### src/core/rhci_defs.vh
/*
 * constants of the host command interpreter: command codes, address word
 * bits, front-end sequence bytes, register map and timing.
 * assumes it is included by bare name from the core/ design files.
 */
`ifndef RHCI_DEFS_VH
`define RHCI_DEFS_VH

// ****************************************
// host command codes
// ****************************************
`define RHCI_CMD_WSINGLE   8'h10
`define RHCI_CMD_WCONT     8'h11
`define RHCI_CMD_RSINGLE   8'h12
`define RHCI_CMD_RCONT     8'h13
`define RHCI_CMD_INVENTORY 8'h14
`define RHCI_CMD_DIRECT    8'h15
`define RHCI_CMD_RAW       8'h16
`define RHCI_CMD_REQUEST   8'h18
`define RHCI_CMD_TAG       8'h72
`define RHCI_CMD_REQA      8'hA0
`define RHCI_CMD_WUPA      8'hA1
`define RHCI_CMD_SELECT    8'hA2
`define RHCI_CMD_REQB      8'hB0
`define RHCI_CMD_WUPB      8'hB1
`define RHCI_CMD_GPIO_LO   8'hF3
`define RHCI_CMD_GPIO_HI   8'hFC
`define RHCI_CMD_VERSION   8'hFE

// ****************************************
// tag sub-commands and their parameter counts
// ****************************************
`define RHCI_TAG_READ4     8'h30
`define RHCI_TAG_READ2     8'h31
`define RHCI_TAG_WRITE1    8'hA2
`define RHCI_TAG_WRITE2    8'hA1
`define RHCI_TAG_RD_NPAR   6'h02
`define RHCI_TAG_WR1_NPAR  6'h06
`define RHCI_TAG_WR2_NPAR  6'h12

// ****************************************
// address/command word
// ****************************************
`define RHCI_AW_CMD        8'h80
`define RHCI_AW_READ       8'h40
`define RHCI_AW_CONT       8'h20
`define RHCI_AW_MASK       8'h1F

// ****************************************
// front-end sequence bytes
// ****************************************
`define RHCI_FIFO_RESET    8'h8F
`define RHCI_TXLEN_ADDR    8'h1D
`define RHCI_DCMD_TX       8'h91
`define RHCI_REQA_CODE     8'h26
`define RHCI_WUPA_CODE     8'h52
`define RHCI_APF_B         8'h05
`define RHCI_AFI_ALL       8'h00
`define RHCI_WUPB_FLAG     8'h08
// arbitrary value
`define RHCI_VERSION       8'h01

// ****************************************
// sizes and timing
// ****************************************
`define RHCI_BUF_DEPTH     6'h20
`define RHCI_GPIO_W        5
`define RHCI_SCLK_DIV      8'h04

// ****************************************
// register map
// ****************************************
`define RHCI_ADDR_CTRL     6'h00
`define RHCI_ADDR_STATUS   6'h04
`define RHCI_ADDR_GPIO     6'h08
`define RHCI_ADDR_VERSION  6'h0C
`define RHCI_ADDR_CMDCNT   6'h10
`define RHCI_ADDR_ERRCNT   6'h14
`define RHCI_CTRL_RST      1'b1
`define RHCI_RESP_OKAY     2'b00
`define RHCI_RESP_SLVERR   2'b10

`endif

### src/core/rhci_fe_link.v
/*
 * byte engine toward the reader front-end, serial or parallel.
 * assumes one op per byte; the select line rises after an op marked last.
 */
`timescale 1ns/1ps
`default_nettype none
`include "rhci_defs.vh"

module rhci_fe_link (
	// clock and reset
	input  wire       aclk,
	input  wire       aresetn,
	// mode: 1 serial, 0 parallel
	input  wire       spi_sel,
	// byte ops
	input  wire       op_valid,
	output wire       op_ready,
	input  wire [7:0] op_data,
	input  wire       op_read,
	input  wire       op_last,
	output reg        rd_valid,
	output reg  [7:0] rd_data,
	// front-end pins
	output reg        fe_sel_n,
	output reg        spi_sclk,
	output reg        spi_mosi,
	input  wire       spi_miso,
	output reg  [7:0] par_dout,
	input  wire [7:0] par_din,
	output reg        par_oe,
	output reg        par_strobe
);
	// ****************************************
	// state and synchronisers
	// ****************************************
	localparam L_IDLE = 3'b001;
	localparam L_XFER = 3'b010;
	localparam L_END  = 3'b100;

	reg [2:0] state;
	reg [7:0] div;
	reg       tick;
	reg       mode;
	reg       rd;
	reg       last;
	reg [7:0] sh;
	reg [7:0] rx;
	reg [2:0] bitc;
	reg       miso_m, miso_s;
	reg [7:0] pdin_m, pdin_s;

	assign op_ready = state[0];

	always @(posedge aclk) begin
		miso_m <= spi_miso;
		miso_s <= miso_m;
		pdin_m <= par_din;
		pdin_s <= pdin_m;
	end

	always @(posedge aclk) begin
		if (!aresetn) begin
			div  <= 8'h00;
			tick <= 1'b0;
		end else begin
			tick <= (div == `RHCI_SCLK_DIV - 8'h01);
			div  <= (div == `RHCI_SCLK_DIV - 8'h01) ? 8'h00 : div + 8'h01;
		end
	end

	// ****************************************
	// transfer
	// ****************************************
	always @(posedge aclk) begin
		if (!aresetn) begin
			state      <= L_IDLE;
			mode       <= 1'b1;
			rd         <= 1'b0;
			last       <= 1'b0;
			sh         <= 8'h00;
			rx         <= 8'h00;
			bitc       <= 3'h0;
			rd_valid   <= 1'b0;
			rd_data    <= 8'h00;
			fe_sel_n   <= 1'b1;
			spi_sclk   <= 1'b0;
			spi_mosi   <= 1'b0;
			par_dout   <= 8'h00;
			par_oe     <= 1'b0;
			par_strobe <= 1'b0;
		end else begin
			rd_valid <= 1'b0;
			case (state)
			L_IDLE: if (op_valid) begin
				mode     <= spi_sel;
				rd       <= op_read;
				last     <= op_last;
				sh       <= op_data;
				bitc     <= 3'h0;
				fe_sel_n <= 1'b0;
				spi_mosi <= spi_sel & op_data[7];
				par_dout <= op_data;
				par_oe   <= ~spi_sel & ~op_read;
				state    <= L_XFER;
			end
			L_XFER: if (tick) begin
				if (mode) begin
					spi_sclk <= ~spi_sclk;
					if (!spi_sclk)
						rx <= {rx[6:0], miso_s};
					else begin
						sh       <= {sh[6:0], 1'b0};
						spi_mosi <= sh[6];
						bitc     <= bitc + 3'h1;
						if (bitc == 3'h7)
							state <= L_END;
					end
				end else begin
					par_strobe <= ~par_strobe;
					if (par_strobe) begin
						rx    <= pdin_s;
						state <= L_END;
					end
				end
			end
			L_END: begin
				par_oe   <= 1'b0;
				spi_mosi <= 1'b0;
				rd_valid <= rd;
				rd_data  <= rx;
				if (last)
					fe_sel_n <= 1'b1;
				state <= L_IDLE;
			end
			default: state <= L_IDLE;
			endcase
		end
	end
endmodule // rhci_fe_link

`default_nettype wire

### src/core/rhci_top.v
/*
 * host command interpreter: takes a command byte and its parameters, runs
 * them as address/command word sequences on the front-end, returns results.
 * assumes a frame parser upstream that strips framing and marks the last
 * byte; registers are reached over AXI4-Lite.
 */
// The register addresses and the AXI4-Lite interface to the registers were decided locally.
`timescale 1ns/1ps
`default_nettype none
`include "rhci_defs.vh"

// Summary of operation
// - 0x10 sends address pairs: address word with top three bits zero, then value.
// - 0x11 sends one continuous address word, then all values in turn.
// - 0x12 reads each listed register with the read bit set, returning each value.
// - 0x13 reads count registers upward from one read-continuous address word.
// - 0x15 sends the 5-bit direct command with the command bit set.
// - 0x16 forwards parameter bytes unchanged; host builds the words itself.
// - 0x14 sends a vicinity inventory request built from flags, command, mask length.
// - 0x18 sends a protocol request or halt; host issues it after setup.
// - tag 0x72 supports read four blocks 0x30 and write one block 0xA2.
// - tag 0x72 supports read two blocks 0x31 and write two blocks 0xA1.
// - 0xA0 and 0xA1 start type A anticollision with REQA or WUPA.
// - 0xA2 sends a type A SELECT with level code, identifier and check byte.
// - 0xB0 and 0xB1 start type B slotted anticollision with REQB or WUPB.
// - 0xF3 to 0xFC drive five outputs; odd sets high, even sets low.
// - 0xFE returns the version byte to the host.
// - a jumper selects serial or parallel front-end link for every access.
// - FIFO data moves only with continuous-address accesses.
module rhci_top (
	// clock and reset
	input  wire        aclk,
	input  wire        aresetn,
	// axi4-lite slave
	input  wire [5:0]  s_axi_awaddr,
	input  wire        s_axi_awvalid,
	output wire        s_axi_awready,
	input  wire [31:0] s_axi_wdata,
	input  wire [3:0]  s_axi_wstrb,
	input  wire        s_axi_wvalid,
	output wire        s_axi_wready,
	output reg  [1:0]  s_axi_bresp,
	output reg         s_axi_bvalid,
	input  wire        s_axi_bready,
	input  wire [5:0]  s_axi_araddr,
	input  wire        s_axi_arvalid,
	output wire        s_axi_arready,
	output reg  [31:0] s_axi_rdata,
	output reg  [1:0]  s_axi_rresp,
	output reg         s_axi_rvalid,
	input  wire        s_axi_rready,
	// command bytes from the frame parser
	input  wire        rx_valid,
	output wire        rx_ready,
	input  wire [7:0]  rx_data,
	input  wire        rx_last,
	// result bytes to the host
	output wire        tx_valid,
	input  wire        tx_ready,
	output reg  [7:0]  tx_data,
	// jumper and outputs
	input  wire        interface_select,
	output reg  [4:0]  gpio_out,
	// front-end pins
	output wire        fe_sel_n,
	output wire        spi_sclk,
	output wire        spi_mosi,
	input  wire        spi_miso,
	output wire [7:0]  par_dout,
	input  wire [7:0]  par_din,
	output wire        par_oe,
	output wire        par_strobe
);
	// ****************************************
	// state
	// ****************************************
	localparam S_RECV   = 4'b0001;
	localparam S_EXEC   = 4'b0010;
	localparam S_RDWAIT = 4'b0100;
	localparam S_RESP   = 4'b1000;

	reg  [3:0]  state;
	reg  [7:0]  bufm [0:31];
	reg  [5:0]  n;
	reg  [7:0]  cmd;
	reg         first;
	reg  [8:0]  step;
	reg         ctrl_en;
	reg  [15:0] cmd_cnt;
	reg  [15:0] err_cnt;
	reg         sel_m, sel_s;
	wire        op_ready;
	wire        rd_valid;
	wire [7:0]  rd_data;
	wire [7:0]  gdiff = cmd - `RHCI_CMD_GPIO_LO;
	wire        is_gpio = (cmd >= `RHCI_CMD_GPIO_LO) && (cmd <= `RHCI_CMD_GPIO_HI);
	wire        is_ver = (cmd == `RHCI_CMD_VERSION) && (step == 9'h000);

	// jumper passes two flops before use
	always @(posedge aclk) begin
		sel_m <= interface_select;
		sel_s <= sel_m;
	end

	// ****************************************
	// step generator
	// ****************************************
	reg        g_done, g_read, g_last, g_bad, proto;
	reg  [7:0] g_data, pf0, pf1, pf2, pk;
	reg  [1:0] pc;
	reg  [5:0] pn;
	reg  [8:0] plen, k;
	wire [7:0] b_i = bufm[step[4:0]];
	wire [7:0] b_h = bufm[step[5:1]];
	wire [7:0] b0 = bufm[0];
	wire [7:0] b1 = bufm[1];
	wire [8:0] nx = {3'h0, n};
	wire [8:0] nm1 = nx - 9'h001;

	always @* begin
		g_done = 1'b1;
		g_read = 1'b0;
		g_last = 1'b0;
		g_bad = 1'b0;
		g_data = 8'h00;
		proto = 1'b0;
		pc = 2'h0;
		pn = n;
		pf0 = 8'h00;
		pf1 = 8'h00;
		pf2 = 8'h00;
		case (cmd)
		`RHCI_CMD_WSINGLE: begin
			g_done = step >= {3'h0, n[5:1], 1'b0};
			g_data = step[0] ? b_i : (b_i & `RHCI_AW_MASK);
			g_last = step[0];
		end
		`RHCI_CMD_WCONT: begin
			g_done = (n < 6'h02) || (step >= nx);
			g_data = (step == 9'h000) ? ((b_i & `RHCI_AW_MASK) | `RHCI_AW_CONT) : b_i;
			g_last = step == nm1;
		end
		`RHCI_CMD_RSINGLE: begin
			g_done = step >= {2'h0, n, 1'b0};
			g_data = (b_h & `RHCI_AW_MASK) | `RHCI_AW_READ;
			g_read = step[0];
			g_last = step[0];
		end
		`RHCI_CMD_RCONT: begin
			g_done = (n < 6'h02) || (b0 == 8'h00) || (step > {1'b0, b0});
			g_data = (step == 9'h000) ? ((b1 & `RHCI_AW_MASK) | `RHCI_AW_READ | `RHCI_AW_CONT) : 8'h00;
			g_read = step != 9'h000;
			g_last = step == {1'b0, b0};
		end
		`RHCI_CMD_DIRECT: begin
			g_done = (n == 6'h00) || (step != 9'h000);
			g_data = (b0 & `RHCI_AW_MASK) | `RHCI_AW_CMD;
			g_last = 1'b1;
		end
		`RHCI_CMD_RAW: begin
			g_done = step >= nx;
			g_data = b_i;
			g_last = step == nm1;
		end
		`RHCI_CMD_INVENTORY: proto = 1'b1;
		`RHCI_CMD_REQUEST: proto = 1'b1;
		`RHCI_CMD_SELECT: proto = 1'b1;
		`RHCI_CMD_TAG: begin
			proto = 1'b1;
			g_bad = !((((b0 == `RHCI_TAG_READ4) || (b0 == `RHCI_TAG_READ2)) && (n == `RHCI_TAG_RD_NPAR))
				|| ((b0 == `RHCI_TAG_WRITE1) && (n == `RHCI_TAG_WR1_NPAR))
				|| ((b0 == `RHCI_TAG_WRITE2) && (n == `RHCI_TAG_WR2_NPAR)));
		end
		`RHCI_CMD_REQA, `RHCI_CMD_WUPA: begin
			proto = 1'b1;
			pc = 2'h1;
			pn = 6'h00;
			pf0 = cmd[0] ? `RHCI_WUPA_CODE : `RHCI_REQA_CODE;
		end
		`RHCI_CMD_REQB, `RHCI_CMD_WUPB: begin
			proto = 1'b1;
			pc = 2'h3;
			pn = 6'h00;
			pf0 = `RHCI_APF_B;
			pf1 = `RHCI_AFI_ALL;
			pf2 = cmd[0] ? (b0 | `RHCI_WUPB_FLAG) : b0;
			g_bad = n == 6'h00;
		end
		default: g_bad = !is_gpio && (cmd != `RHCI_CMD_VERSION);
		endcase
		plen = {7'h00, pc} + {3'h0, pn};
		k = step - 9'h004;
		case (k[1:0])
		2'h0: pk = pf0;
		2'h1: pk = pf1;
		default: pk = pf2;
		endcase
		if (proto && !g_bad) begin
			g_done = step > plen + 9'h004;
			g_last = (step == 9'h000) || (step >= plen + 9'h003);
			if (step == 9'h000)
				g_data = `RHCI_FIFO_RESET;
			else if (step == 9'h001)
				g_data = `RHCI_TXLEN_ADDR | `RHCI_AW_CONT;
			else if (step == 9'h002)
				g_data = 8'h00;
			else if (step == 9'h003)
				g_data = plen[7:0];
			else if (step == plen + 9'h004)
				g_data = `RHCI_DCMD_TX;
			else if (k < {7'h00, pc})
				g_data = pk;
			else
				g_data = bufm[k[4:0] - {3'h0, pc}];
		end
	end

	// ****************************************
	// command sequencer
	// ****************************************
	assign rx_ready = state[0] & ctrl_en;
	assign tx_valid = state[3];

	always @(posedge aclk) begin
		if (rx_valid && rx_ready && !first && (n < `RHCI_BUF_DEPTH))
			bufm[n[4:0]] <= rx_data;
	end

	always @(posedge aclk) begin
		if (!aresetn) begin
			state <= S_RECV;
			n <= 6'h00;
			cmd <= 8'h00;
			first <= 1'b1;
			step <= 9'h000;
			tx_data <= 8'h00;
			gpio_out <= 5'h00;
			cmd_cnt <= 16'h0000;
			err_cnt <= 16'h0000;
		end else begin
			case (state)
			S_RECV: if (rx_valid && rx_ready) begin
				if (first) begin
					cmd <= rx_data;
					first <= 1'b0;
				end else if (n < `RHCI_BUF_DEPTH)
					n <= n + 6'h01;
				if (rx_last) begin
					step <= 9'h000;
					state <= S_EXEC;
				end
			end
			S_EXEC: if (is_ver) begin
				tx_data <= `RHCI_VERSION;
				state <= S_RESP;
			end else if (g_done && op_ready) begin
				if (is_gpio)
					gpio_out[gdiff[3:1]] <= cmd[0];
				if (g_bad)
					err_cnt <= err_cnt + 16'h0001;
				cmd_cnt <= cmd_cnt + 16'h0001;
				n <= 6'h00;
				first <= 1'b1;
				state <= S_RECV;
			end else if (op_ready) begin
				step <= step + 9'h001;
				if (g_read)
					state <= S_RDWAIT;
			end
			S_RDWAIT: if (rd_valid) begin
				tx_data <= rd_data;
				state <= S_RESP;
			end
			S_RESP: if (tx_ready) begin
				if (is_ver)
					step <= 9'h001;
				state <= S_EXEC;
			end
			default: state <= S_RECV;
			endcase
		end
	end

	rhci_fe_link rhci_fe_link_inst (
		.aclk       (aclk),
		.aresetn    (aresetn),
		.spi_sel    (sel_s),
		.op_valid   (state[1] & ~g_done & ~is_ver),
		.op_ready   (op_ready),
		.op_data    (g_data),
		.op_read    (g_read),
		.op_last    (g_last),
		.rd_valid   (rd_valid),
		.rd_data    (rd_data),
		.fe_sel_n   (fe_sel_n),
		.spi_sclk   (spi_sclk),
		.spi_mosi   (spi_mosi),
		.spi_miso   (spi_miso),
		.par_dout   (par_dout),
		.par_din    (par_din),
		.par_oe     (par_oe),
		.par_strobe (par_strobe)
	);

	// ****************************************
	// register slave
	// ****************************************
	reg        aw_hold, w_hold;
	reg [5:0]  aw_addr;
	reg [31:0] w_data;
	reg [3:0]  w_strb;

	assign s_axi_awready = ~aw_hold & ~s_axi_bvalid;
	assign s_axi_wready  = ~w_hold & ~s_axi_bvalid;
	assign s_axi_arready = ~s_axi_rvalid;

	always @(posedge aclk) begin
		if (!aresetn) begin
			aw_hold <= 1'b0;
			w_hold <= 1'b0;
			aw_addr <= 6'h00;
			w_data <= 32'h00000000;
			w_strb <= 4'h0;
			ctrl_en <= `RHCI_CTRL_RST;
			s_axi_bvalid <= 1'b0;
			s_axi_bresp <= `RHCI_RESP_OKAY;
			s_axi_rvalid <= 1'b0;
			s_axi_rresp <= `RHCI_RESP_OKAY;
			s_axi_rdata <= 32'h00000000;
		end else begin
			if (s_axi_awvalid && s_axi_awready) begin
				aw_hold <= 1'b1;
				aw_addr <= s_axi_awaddr;
			end
			if (s_axi_wvalid && s_axi_wready) begin
				w_hold <= 1'b1;
				w_data <= s_axi_wdata;
				w_strb <= s_axi_wstrb;
			end
			if (aw_hold && w_hold && !s_axi_bvalid) begin
				aw_hold <= 1'b0;
				w_hold <= 1'b0;
				s_axi_bvalid <= 1'b1;
				s_axi_bresp <= (aw_addr[5:2] > `RHCI_ADDR_ERRCNT >> 2) ? `RHCI_RESP_SLVERR : `RHCI_RESP_OKAY;
				if ((aw_addr[5:2] == `RHCI_ADDR_CTRL >> 2) && w_strb[0])
					ctrl_en <= w_data[0];
			end else if (s_axi_bvalid && s_axi_bready)
				s_axi_bvalid <= 1'b0;
			if (s_axi_arvalid && s_axi_arready) begin
				s_axi_rvalid <= 1'b1;
				s_axi_rresp <= `RHCI_RESP_OKAY;
				case ({s_axi_araddr[5:2], 2'b00})
				`RHCI_ADDR_CTRL:    s_axi_rdata <= {31'h00000000, ctrl_en};
				`RHCI_ADDR_STATUS:  s_axi_rdata <= {16'h0000, cmd, 6'h00, sel_s, ~state[0]};
				`RHCI_ADDR_GPIO:    s_axi_rdata <= {27'h0000000, gpio_out};
				`RHCI_ADDR_VERSION: s_axi_rdata <= {24'h000000, `RHCI_VERSION};
				`RHCI_ADDR_CMDCNT:  s_axi_rdata <= {16'h0000, cmd_cnt};
				`RHCI_ADDR_ERRCNT:  s_axi_rdata <= {16'h0000, err_cnt};
				default: begin
					s_axi_rdata <= 32'h00000000;
					s_axi_rresp <= `RHCI_RESP_SLVERR;
				end
				endcase
			end else if (s_axi_rvalid && s_axi_rready)
				s_axi_rvalid <= 1'b0;
		end
	end
endmodule // rhci_top

`default_nettype wire
### config.mk
export PLATFORM = sky130hd
export DESIGN_NAME = rhci_top
export DESIGN_NICKNAME = d
export VERILOG_FILES = /design/src/core/rhci_fe_link.v /design/src/core/rhci_top.v
export VERILOG_INCLUDE_DIRS = /design/src /design/src/core
export SDC_FILE = /design/constraint.sdc
export NUM_CORES = 1
export LEC_CHECK = 0
export BUFFER_PORTS_ARGS = -buffer_cell sky130_fd_sc_hd__buf_2
export CAP_MARGIN = 20
export CORE_MARGIN = 3
export CORE_UTILIZATION = 35
export CTS_BUF_LIST = sky130_fd_sc_hd__clkbuf_8
export DETAILED_ROUTE_END_ITERATION = 12
export GPL_ROUTABILITY_DRIVEN = 0
export PLACE_DENSITY = 0.62
export SLEW_MARGIN = 20
export SYNTH_ARGS = -nofsm -noshare
export SYNTH_HDL_FRONTEND = slang
export SYNTH_SLANG_ARGS = --single-unit
### constraint.sdc
create_clock -name aclk -period 12.32 [get_ports aclk]
set_clock_uncertainty 0.1 [all_clocks]
set_input_delay 2.464 -clock aclk [delete_from_list [all_inputs] [get_ports aclk]]
set_output_delay 2.464 -clock aclk [all_outputs]
set_load 0.005 [all_outputs]
==> summary.md, run 1 <==
| Metric | Value |
|---|---|
| Fillers | `6313` |
| Final number of setup-violating endpoints | `0` |
| Ys async rst share | `0%` |
| Fin. max-slew vios | `0` |
| Post-DRT Antenna Nets | `0` |
| Most used DFF post-synth | `edfxtp_1` |
| Flops & latches, synth | `439` |
| H-tree Lvls | `3` |
| Crit-path cells | `inv_1 -> ha_1 -> o211ai_2 -> or4_1 -> clkinv_2 -> ha_2 -> inv_1 -> fa_4 -> buf_4 -> mux4_2 -> mux2_2 -> nor4_1 -> a31oi_1 -> o211a_1 -> o221ai_1 -> a211oi_1 -> a211o_1` |
| Top-area cell type share of the netlist area | `32.3%` |
| Met3 WL | `6580 µm` |
| Register area share after synthesis | `47.7%` |
| CTS clk-pin slew, worst paths | `0.06 ns` |
| Metal2 WL | `32200 µm` |
| CP top delay family | `adder cells` |
| Max FO, Critical Path | `35` |
| Drt wl/cell | `23.6 µm` |
| Clock sink count | `439` |
| Die Height | `267 µm` |
| Most used cell, CP | `inv_1` |
| Die Span X | `267 µm` |
| DR iter-0 viols | `1814` |
| FMAX | `144 MHz` |
| CTS tree | `done` |
| Largest net degree at the start of global routing | `105` |
| Post-synthesis cell count | `1972` |
| Syn Area/Cell | `12.1 µm²` |
| RSZ-0062 raised after global routing | `no` |
| Max_slew headroom | `20.7%` |
| Root Driver | `clkbuf_8` |
| Top cells by count, synth | `edfxtp_1, dfxtp_1, nor2_1` |
| Least-Margin Pin Slew | `1.19 ns` |
| Rows | `94` |
| Initial Utilization | `35.8%` |
| Share of cells above drive strength 1 | `21.5%` |
| Tmin final | `6.97 ns` |
| Initial antenna violation count | `2` |
| Fin nets | `2176` |
| Clock buffer depth | `3` |
| Max cap viols | `0` |
| Hold/Removal Path Class | `reg -> reg` |
| Worst EP arrival | `7.40 ns` |
| WP buf/inv | `4` |
| Slowest-stage cell, CP | `fa_4` |
| Clock latency on the worst-skew pair | `0.67 ns` |
| Crit path largest cell delay | `1.23 ns` |
| Detailed Route WL | `69800 µm` |
| WP data required | `12.75 ns` |
| Post-route clock period utilization | `56.5%` |
| Setup crit end kind | `flip-flop` |
| Post-CTS setup buffer count | `0` |
| TNS Setup | `0 ns` |
| Vias per cell | `6.00` |
| Outcome | `completed` |
| CP Class | `reg -> reg` |
| Via count | `17700` |
| Leakage | `9.06 nW` |
| Die area | `0.0712 mm²` |
| First-pass GRT wire length | `106000 µm` |
| Cell with the most instances after synthesis | `edfxtp_1` |
| Port Buffer Count | `88` |
| Congestion Overflow GR | `0` |
| Met1 wire length | `28900 µm` |
| CTS Buf Count | `72` |
| Post-route DRC | `0` |
| Yosys warnings | `0` |
| Resized cells post-CTS | `0` |
| PD cells | `119 mW/mm²` |
| DP Wirelength | `47500 µm` |
| Diodes inserted | `0` |
| I/O pins | `145` |
| Yosys top cell by area | `edfxtp_1` |
| Synthesized area | `0.0238 mm²` |
| Final cell count without fillers | `2956` |
| Startpoint types | `flip-flop` |
| R2R setup slack | `5.35 ns` |
| Synth unique cells | `90` |
| DRT Pass-1 Iters | `6` |
| Core area | `0.0666 mm²` |
| Highest Signal Layer | `met5` |
| Number of synthesized flops with an enable pin | `256` |
| Post-Place Cells | `2824` |
| Synth area leaders | `edfxtp_1, mux4_2, dfxtp_1` |
| Vias in the first global route | `17200` |
| Peak supply drop | `0.0714 mV` |
| CTS Hold Buffers Added | `0` |
| Area Overhead vs Synth | `11.0%` |
| Final Hold Violating Endpoints | `0` |
| GRT Total Usage | `19.4%` |
[cells in the final DEF, fill, tap and decap left out, types with 20 or more instances in the layout]
master    netlist  final
a211oi_1       28     28
a21oi_1        91     91
a22oi_1        20     20
and3_1         25     25
buf_2          37     88
buf_4          22     21
clkbuf_8        0     81
conb_1          2     21
dfxtp_1       183    180
edfxtp_1      256    256
ha_1           64     63
inv_1          55     74
mux2i_1        68     68
mux4_2        180    180
nand2_1       134    134
nand3_1        67     66
nand4_1        24     24
nor2_1        182    176
nor3_1         35     31
o21ai_0        59     59
xnor2_1        21     21
xor2_1         22     21
[power by group]
| group | leakage, nW | internal, mW | total (mW) | switching [mW] |
|---|---|---|---|---|
| Combinational | 4.45 | 0.106 | 0.264 | 0.158 |
| Clock | 0.822 | 0.693 | 1.30 | 0.609 |
| Sequential | 3.79 | 1.57 | 1.59 | 0.0269 |
| Total | 9.06 | 2.36 | 3.16 | 0.793 |
[metal layers]
layer / vias to the layer above / track usage, %
met5: - / 0
met4: 4 / 6.09
met3: 155 / 4.84
met2: 922 / 30.6
met1: 8822 / 26.4
li1: 7827 / -
[per-stage QoR]
stage | area [µm²] | utilization (%) | hold WS, ns | total power [mW] | setup WS [ns]
after floorplan | 23900 | - | 0.210 | 1.80 | 7.01
after global placement | 25000 | 37.5 | 0.214 | 1.88 | 5.49
after detailed placement | 25000 | 37.5 | 0.214 | 1.88 | 5.37
after CTS | 26400 | 39.7 | 0.231 | 3.18 | 5.39
after global routing | 26400 | 39.7 | 0.245 | 3.27 | 5.06
final | 26400 | 39.7 | 0.229 | 3.16 | 5.35
[sequential cells by signal, indices dropped and copies added, names as in the netlist, 9 cells and up, named ones only]
name	flops
s_axi_rdata	16
bufm	256
step	9
cmd_cnt	16
err_cnt	16
[final cells by class]
type                       count  area, µm²  area share (%)
clock buffer                  81       1110            4.22
clock inverter                51        340            1.29
inverter                      58        220           0.833
multi-input combinational   1353      11700            44.3
sequential                   439      11400            43.0
tap                          864       1080            4.09
timing repair buffer         110        609            2.30
[final timing paths]
kind	from	end	cells after the start
setup / recovery	cmd[0]	rhci_fe_link_inst.sh[1]	17
hold / removal	rhci_fe_link_inst.pdin_m[6]	rhci_fe_link_inst.pdin_s[6]	0
setup reg to reg	cmd[0]	rhci_fe_link_inst.sh[1]	17
hold reg to reg	rhci_fe_link_inst.pdin_m[6]	rhci_fe_link_inst.pdin_s[6]	0
[cells by family after synthesis]
family                     after synthesis  synth area share [%]
AOI/OAI and AO/OA                      379                  11.0
other                                    2                0.0315
DFF                                    439                  47.7
muxes                                  254                  20.2
adders and majority gates               66                  3.53
xor gates and xnor gates                43                  1.58
buffers and inverters                  199                  3.75
and+or+nand+nor                        590                  12.3
Note: power is estimated with default switching activity, not from simulation.
==> inputs of run 2 (changes only) <==
--- a/config.mk
+++ b/config.mk
@@ -6,6 +6,7 @@
 export SDC_FILE = /design/constraint.sdc
 export NUM_CORES = 1
 export LEC_CHECK = 0
+export ABC_AREA = 1
 export BUFFER_PORTS_ARGS = -buffer_cell sky130_fd_sc_hd__buf_2
 export CAP_MARGIN = 20
 export CORE_MARGIN = 3
@@ -13,7 +14,7 @@
 export CTS_BUF_LIST = sky130_fd_sc_hd__clkbuf_8
 export DETAILED_ROUTE_END_ITERATION = 12
 export GPL_ROUTABILITY_DRIVEN = 0
-export PLACE_DENSITY = 0.62
+export PLACE_DENSITY = 0.64
 export SLEW_MARGIN = 20
 export SYNTH_ARGS = -nofsm -noshare
 export SYNTH_HDL_FRONTEND = slang
==> constraint.sdc (replaced) <==
create_clock -name aclk -period 5.77 [get_ports aclk]
set_clock_uncertainty 0.1 [all_clocks]
set_input_delay 1.154 -clock aclk [delete_from_list [all_inputs] [get_ports aclk]]
set_output_delay 1.154 -clock aclk [all_outputs]
set_load 0.005 [all_outputs]
==> run 2 against run 1 <==
  * Critical path depth rose by 11
  * Synthesized cell count rose by 63%
  * Flip-flop and latch count did not move
  * Sequential power rose by 120%
  * Via count rose by 31%
  * Non-clock buffer count rose by 12
  * Worst setup slack got worse by 4.8 ns
  * Die area rose by 4.7%
  * Sequential share of layout area fell by 1.8 points
  * First-iteration DRC count rose by 52%
  * Core utilization fell by 0.43 points
  * Clock power rose by 110%
==> summary.md, run 2 <==
| Metric | Value |
|---|---|
| Ys async rst share | `0% (unchanged)` |
| Least-Margin Pin Slew | `1.15 ns (was 1.19 ns)` |
| Pwr Total | `8.54 mW (was 3.16 mW)` |
| CP Class | `reg -> reg (unchanged)` |
| Initial Utilization | `35.5% (was 35.8%)` |
| R2R setup slack | `0.56 ns (was 5.35 ns)` |
| Rows | `97 (was 94)` |
| Number of synthesized flops with an enable pin | `256 (unchanged)` |
| Final cell count without fillers | `4249 (was 2956)` |
| Max FO, Critical Path | `12 (was 35)` |
| Setup crit end kind | `flip-flop (unchanged)` |
| CP top delay family | `simple AND/OR/NAND/NOR gates (was adder cells)` |
| Area Overhead vs Synth | `10.6% (was 11.0%)` |
| Yosys top cell by area | `edfxtp_1 (unchanged)` |
| Flops & latches, synth | `439 (unchanged)` |
| Commonest non-fill, non-tap cell in the layout | `nand2_1 (was edfxtp_1)` |
| Root Driver | `clkbuf_8 (unchanged)` |
| Vias in the first global route | `21100 (was 17200)` |
| WP data required | `6.23 ns (was 12.75 ns)` |
| CP startpoint | `cmd[0] (unchanged)` |
| Max_slew headroom | `23.2% (was 20.7%)` |
| Most used DFF post-synth | `edfxtp_1 (unchanged)` |
| Top cells by count, synth | `nand2_1, nand3_1, nor2_1 (was edfxtp_1, dfxtp_1, nor2_1)` |
| Sw Pwr | `3.05 mW (was 0.793 mW)` |
| Most used cell, CP | `inv_1 (unchanged)` |
| Fin. max-slew vios | `0 (unchanged)` |
| Reg2reg path depth | `28 (was 17)` |
| Synth unique cells | `59 (was 90)` |
| PD cells | `309 mW/mm² (was 119 mW/mm²)` |
| Fin nets | `3388 (was 2176)` |
| Clock latency on the worst-skew pair | `0.67 ns (about the same)` |
| Congestion Overflow GR | `0 (unchanged)` |
| Post-Place Cells | `4104 (was 2824)` |
| Synthesized area | `0.0250 mm² (was 0.0238 mm²)` |
| Post-Place Worst Slack | `0.663 ns (was 5.37 ns)` |
| Die Height | `273 µm (was 267 µm)` |
| Internal | `5.50 mW (was 2.36 mW)` |
| Top-area cell type share of the netlist area | `30.8% (was 32.3%)` |
| GRT Total Usage | `21.1% (was 19.4%)` |
| Via count | `23200 (was 17700)` |
| Max reg flops | `256 (unchanged)` |
| Startpoint types | `flip-flop (unchanged)` |
| DR iter-0 viols | `2750 (was 1814)` |
| DRT Pass-1 Iters | `7 (was 6)` |
| Worst Setup Slack, final | `0.558 ns (was 5.35 ns)` |
| CTS tree | `done (unchanged)` |
| Share of cells above drive strength 1 | `9.01% (was 21.5%)` |
| CTS Buf Count | `78 (was 72)` |
| Hold/Removal Path Class | `reg -> reg (unchanged)` |
| Sequential power share | `41.8% (was 50.4%)` |
| Max cap viols | `0 (unchanged)` |
| Reg-to-Reg Start | `cmd[0] (unchanged)` |
| Yosys warnings | `0 (unchanged)` |
| Placement Cell Area | `0.0261 mm² (was 0.0250 mm²)` |
| Leakage | `10.8 nW (was 9.06 nW)` |
| Min Hold Slack | `0.225 ns (was 0.229 ns)` |
| Finished Cell Area | `0.0276 mm² (was 0.0264 mm²)` |
| RSZ-0062 raised after global routing | `no (unchanged)` |
| Post-DRT Antenna Nets | `0 (unchanged)` |
| Tmin final | `5.21 ns (was 6.97 ns)` |
| Crit path largest cell delay | `0.50 ns (was 1.23 ns)` |
| Slowest-stage cell, CP | `dfxtp_1 (was fa_4)` |
| Final number of setup-violating endpoints | `0 (unchanged)` |
| Largest net degree at the start of global routing | `182 (was 105)` |
| Clock power share | `32.3% (was 41.2%)` |
| Util after Layout | `39.3% (was 39.7%)` |
| First-pass GRT wire length | `124000 µm (was 106000 µm)` |
| Syn Area/Cell | `7.75 µm² (was 12.1 µm²)` |
| Final Hold Violating Endpoints | `0 (unchanged)` |
| CTS clk-pin slew, worst paths | `0.06 ns (about the same)` |
| Worst EP arrival | `5.67 ns (was 7.40 ns)` |
| I/O pins | `145 (unchanged)` |
| TNS Setup | `0 ns (unchanged)` |
| FMAX | `192 MHz (was 144 MHz)` |
| H-tree Lvls | `3 (unchanged)` |
| Post-route DRC | `0 (unchanged)` |
| Switching share of power | `35.7% (was 25.1%)` |
| Port Buffer Count | `88 (unchanged)` |
| Reg2Reg Capture Point | `step[2] (was rhci_fe_link_inst.sh[1])` |
| Highest-count cells in the layout ignoring fill and taps | `nand2_1, nand3_1, nor2_1 (was edfxtp_1, mux4_2, dfxtp_1)` |
| Peak supply drop | `0.231 mV (was 0.0714 mV)` |
| Die Span X | `273 µm (was 267 µm)` |
| Outcome | `completed (unchanged)` |
| Die area | `0.0745 mm² (was 0.0712 mm²)` |
| Post-synthesis cell count | `3219 (was 1972)` |
| Gate power share | `25.9% (was 8.4%)` |
| Register area share after synthesis | `45.5% (was 47.7%)` |
| Initial antenna violation count | `1 (was 2)` |
| Drt wl/cell | `19.0 µm (was 23.6 µm)` |
| Vias per cell | `5.47 (was 6.00)` |
| Post-route clock period utilization | `90.3% (was 56.5%)` |
| Synth area leaders | `edfxtp_1, dfxtp_1, nand2_1 (was edfxtp_1, mux4_2, dfxtp_1)` |
| WP buf/inv | `7 (was 4)` |
| Cell with the most instances after synthesis | `nand2_1 (was edfxtp_1)` |
| Core area | `0.0703 mm² (was 0.0666 mm²)` |
| Detailed Route WL | `80600 µm (was 69800 µm)` |
| Timing endpoint of the critical path | `step[2] (was rhci_fe_link_inst.sh[1])` |
| DP Wirelength | `52100 µm (was 47500 µm)` |
| Crit path depth | `28 (was 17)` |
| Fillers | `7191 (was 6313)` |
| Clock buffer depth | `3 (unchanged)` |
| Clock sink count | `439 (unchanged)` |
## run 2: cell types whose count changed after synthesis, sizes merged, moves of 170 or more
cell / delta
inv: +216
nor2: +170
nand2: +515
mux4: -180
o21ai: +248
nand3: +324
## run 2: cell type report
| type | count | area (µm²) | share of cell area (%) |
|---|---|---|---|
| Multi-Input combinational cell | 2328 | 11800 | 42.7 |
| Sequential cell | 439 | 11400 | 41.1 |
| Clock buffer | 90 | 1240 | 4.49 |
| Tap cell | 940 | 1180 | 4.26 |
| Inverter | 277 | 1050 | 3.79 |
| Timing Repair Buffer | 122 | 766 | 2.77 |
| Clock inverter | 52 | 226 | 0.820 |
| Antenna cell | 1 | 2.50 | 0.00906 |
## run 2: logic make-up after synthesis
logic type / share of synthesized area, %
AND/OR/NAND/NOR: 26.2
AO/OA/AOI/OAI: 15.6
buffers and inverters: 7.64
flip-flops: 45.5
adder cells (fa/ha/maj): 3.37
XOR/XNOR: 1.61
other: 0.0301
## run 2: how the worst min path moves through the flow
stage               cells past startpoint                          end                         from  slack [ns]
detailed placement                      0  rhci_fe_link_inst.pdin_s[4]  rhci_fe_link_inst.pdin_m[4]        0.21
finish                                  0  rhci_fe_link_inst.pdin_s[4]  rhci_fe_link_inst.pdin_m[4]        0.22
global placement                        0     rhci_fe_link_inst.miso_s     rhci_fe_link_inst.miso_m        0.21
global route                            0  rhci_fe_link_inst.pdin_s[0]  rhci_fe_link_inst.pdin_m[0]        0.23
CTS                                     0  rhci_fe_link_inst.pdin_s[4]  rhci_fe_link_inst.pdin_m[4]        0.23
floorplan                               0     rhci_fe_link_inst.miso_s     rhci_fe_link_inst.miso_m        0.21
## run 2: power groups by stage
stage                     registers [mW]  clock network, mW  logic (mW)
after floorplan                     3.58                  0        1.55
after global placement              3.63                  0        2.14
after detailed placement            3.63                  0        2.15
after CTS                           3.57               2.82        2.16
after global routing                3.58               2.97        2.44
final                               3.57               2.76        2.21
## run 2: routing by layer
layer  up-vias  routed length, µm  GRT usage (%)
met2      1154              35300           32.3
met1     10800              34300           29.2
met4         0               3130           9.14
met5         -                  0              0
met3       179               7900           3.82
li1      11100                  -              -
## run 2: timing repair
item | CTS | global route
setup endpoints to repair | 0 | 6
hold buffers | 0 | 0
resized for setup | 0 | 1
buffers inserted | 0 | 0
endpoints found under the hold margin | 0 | 0
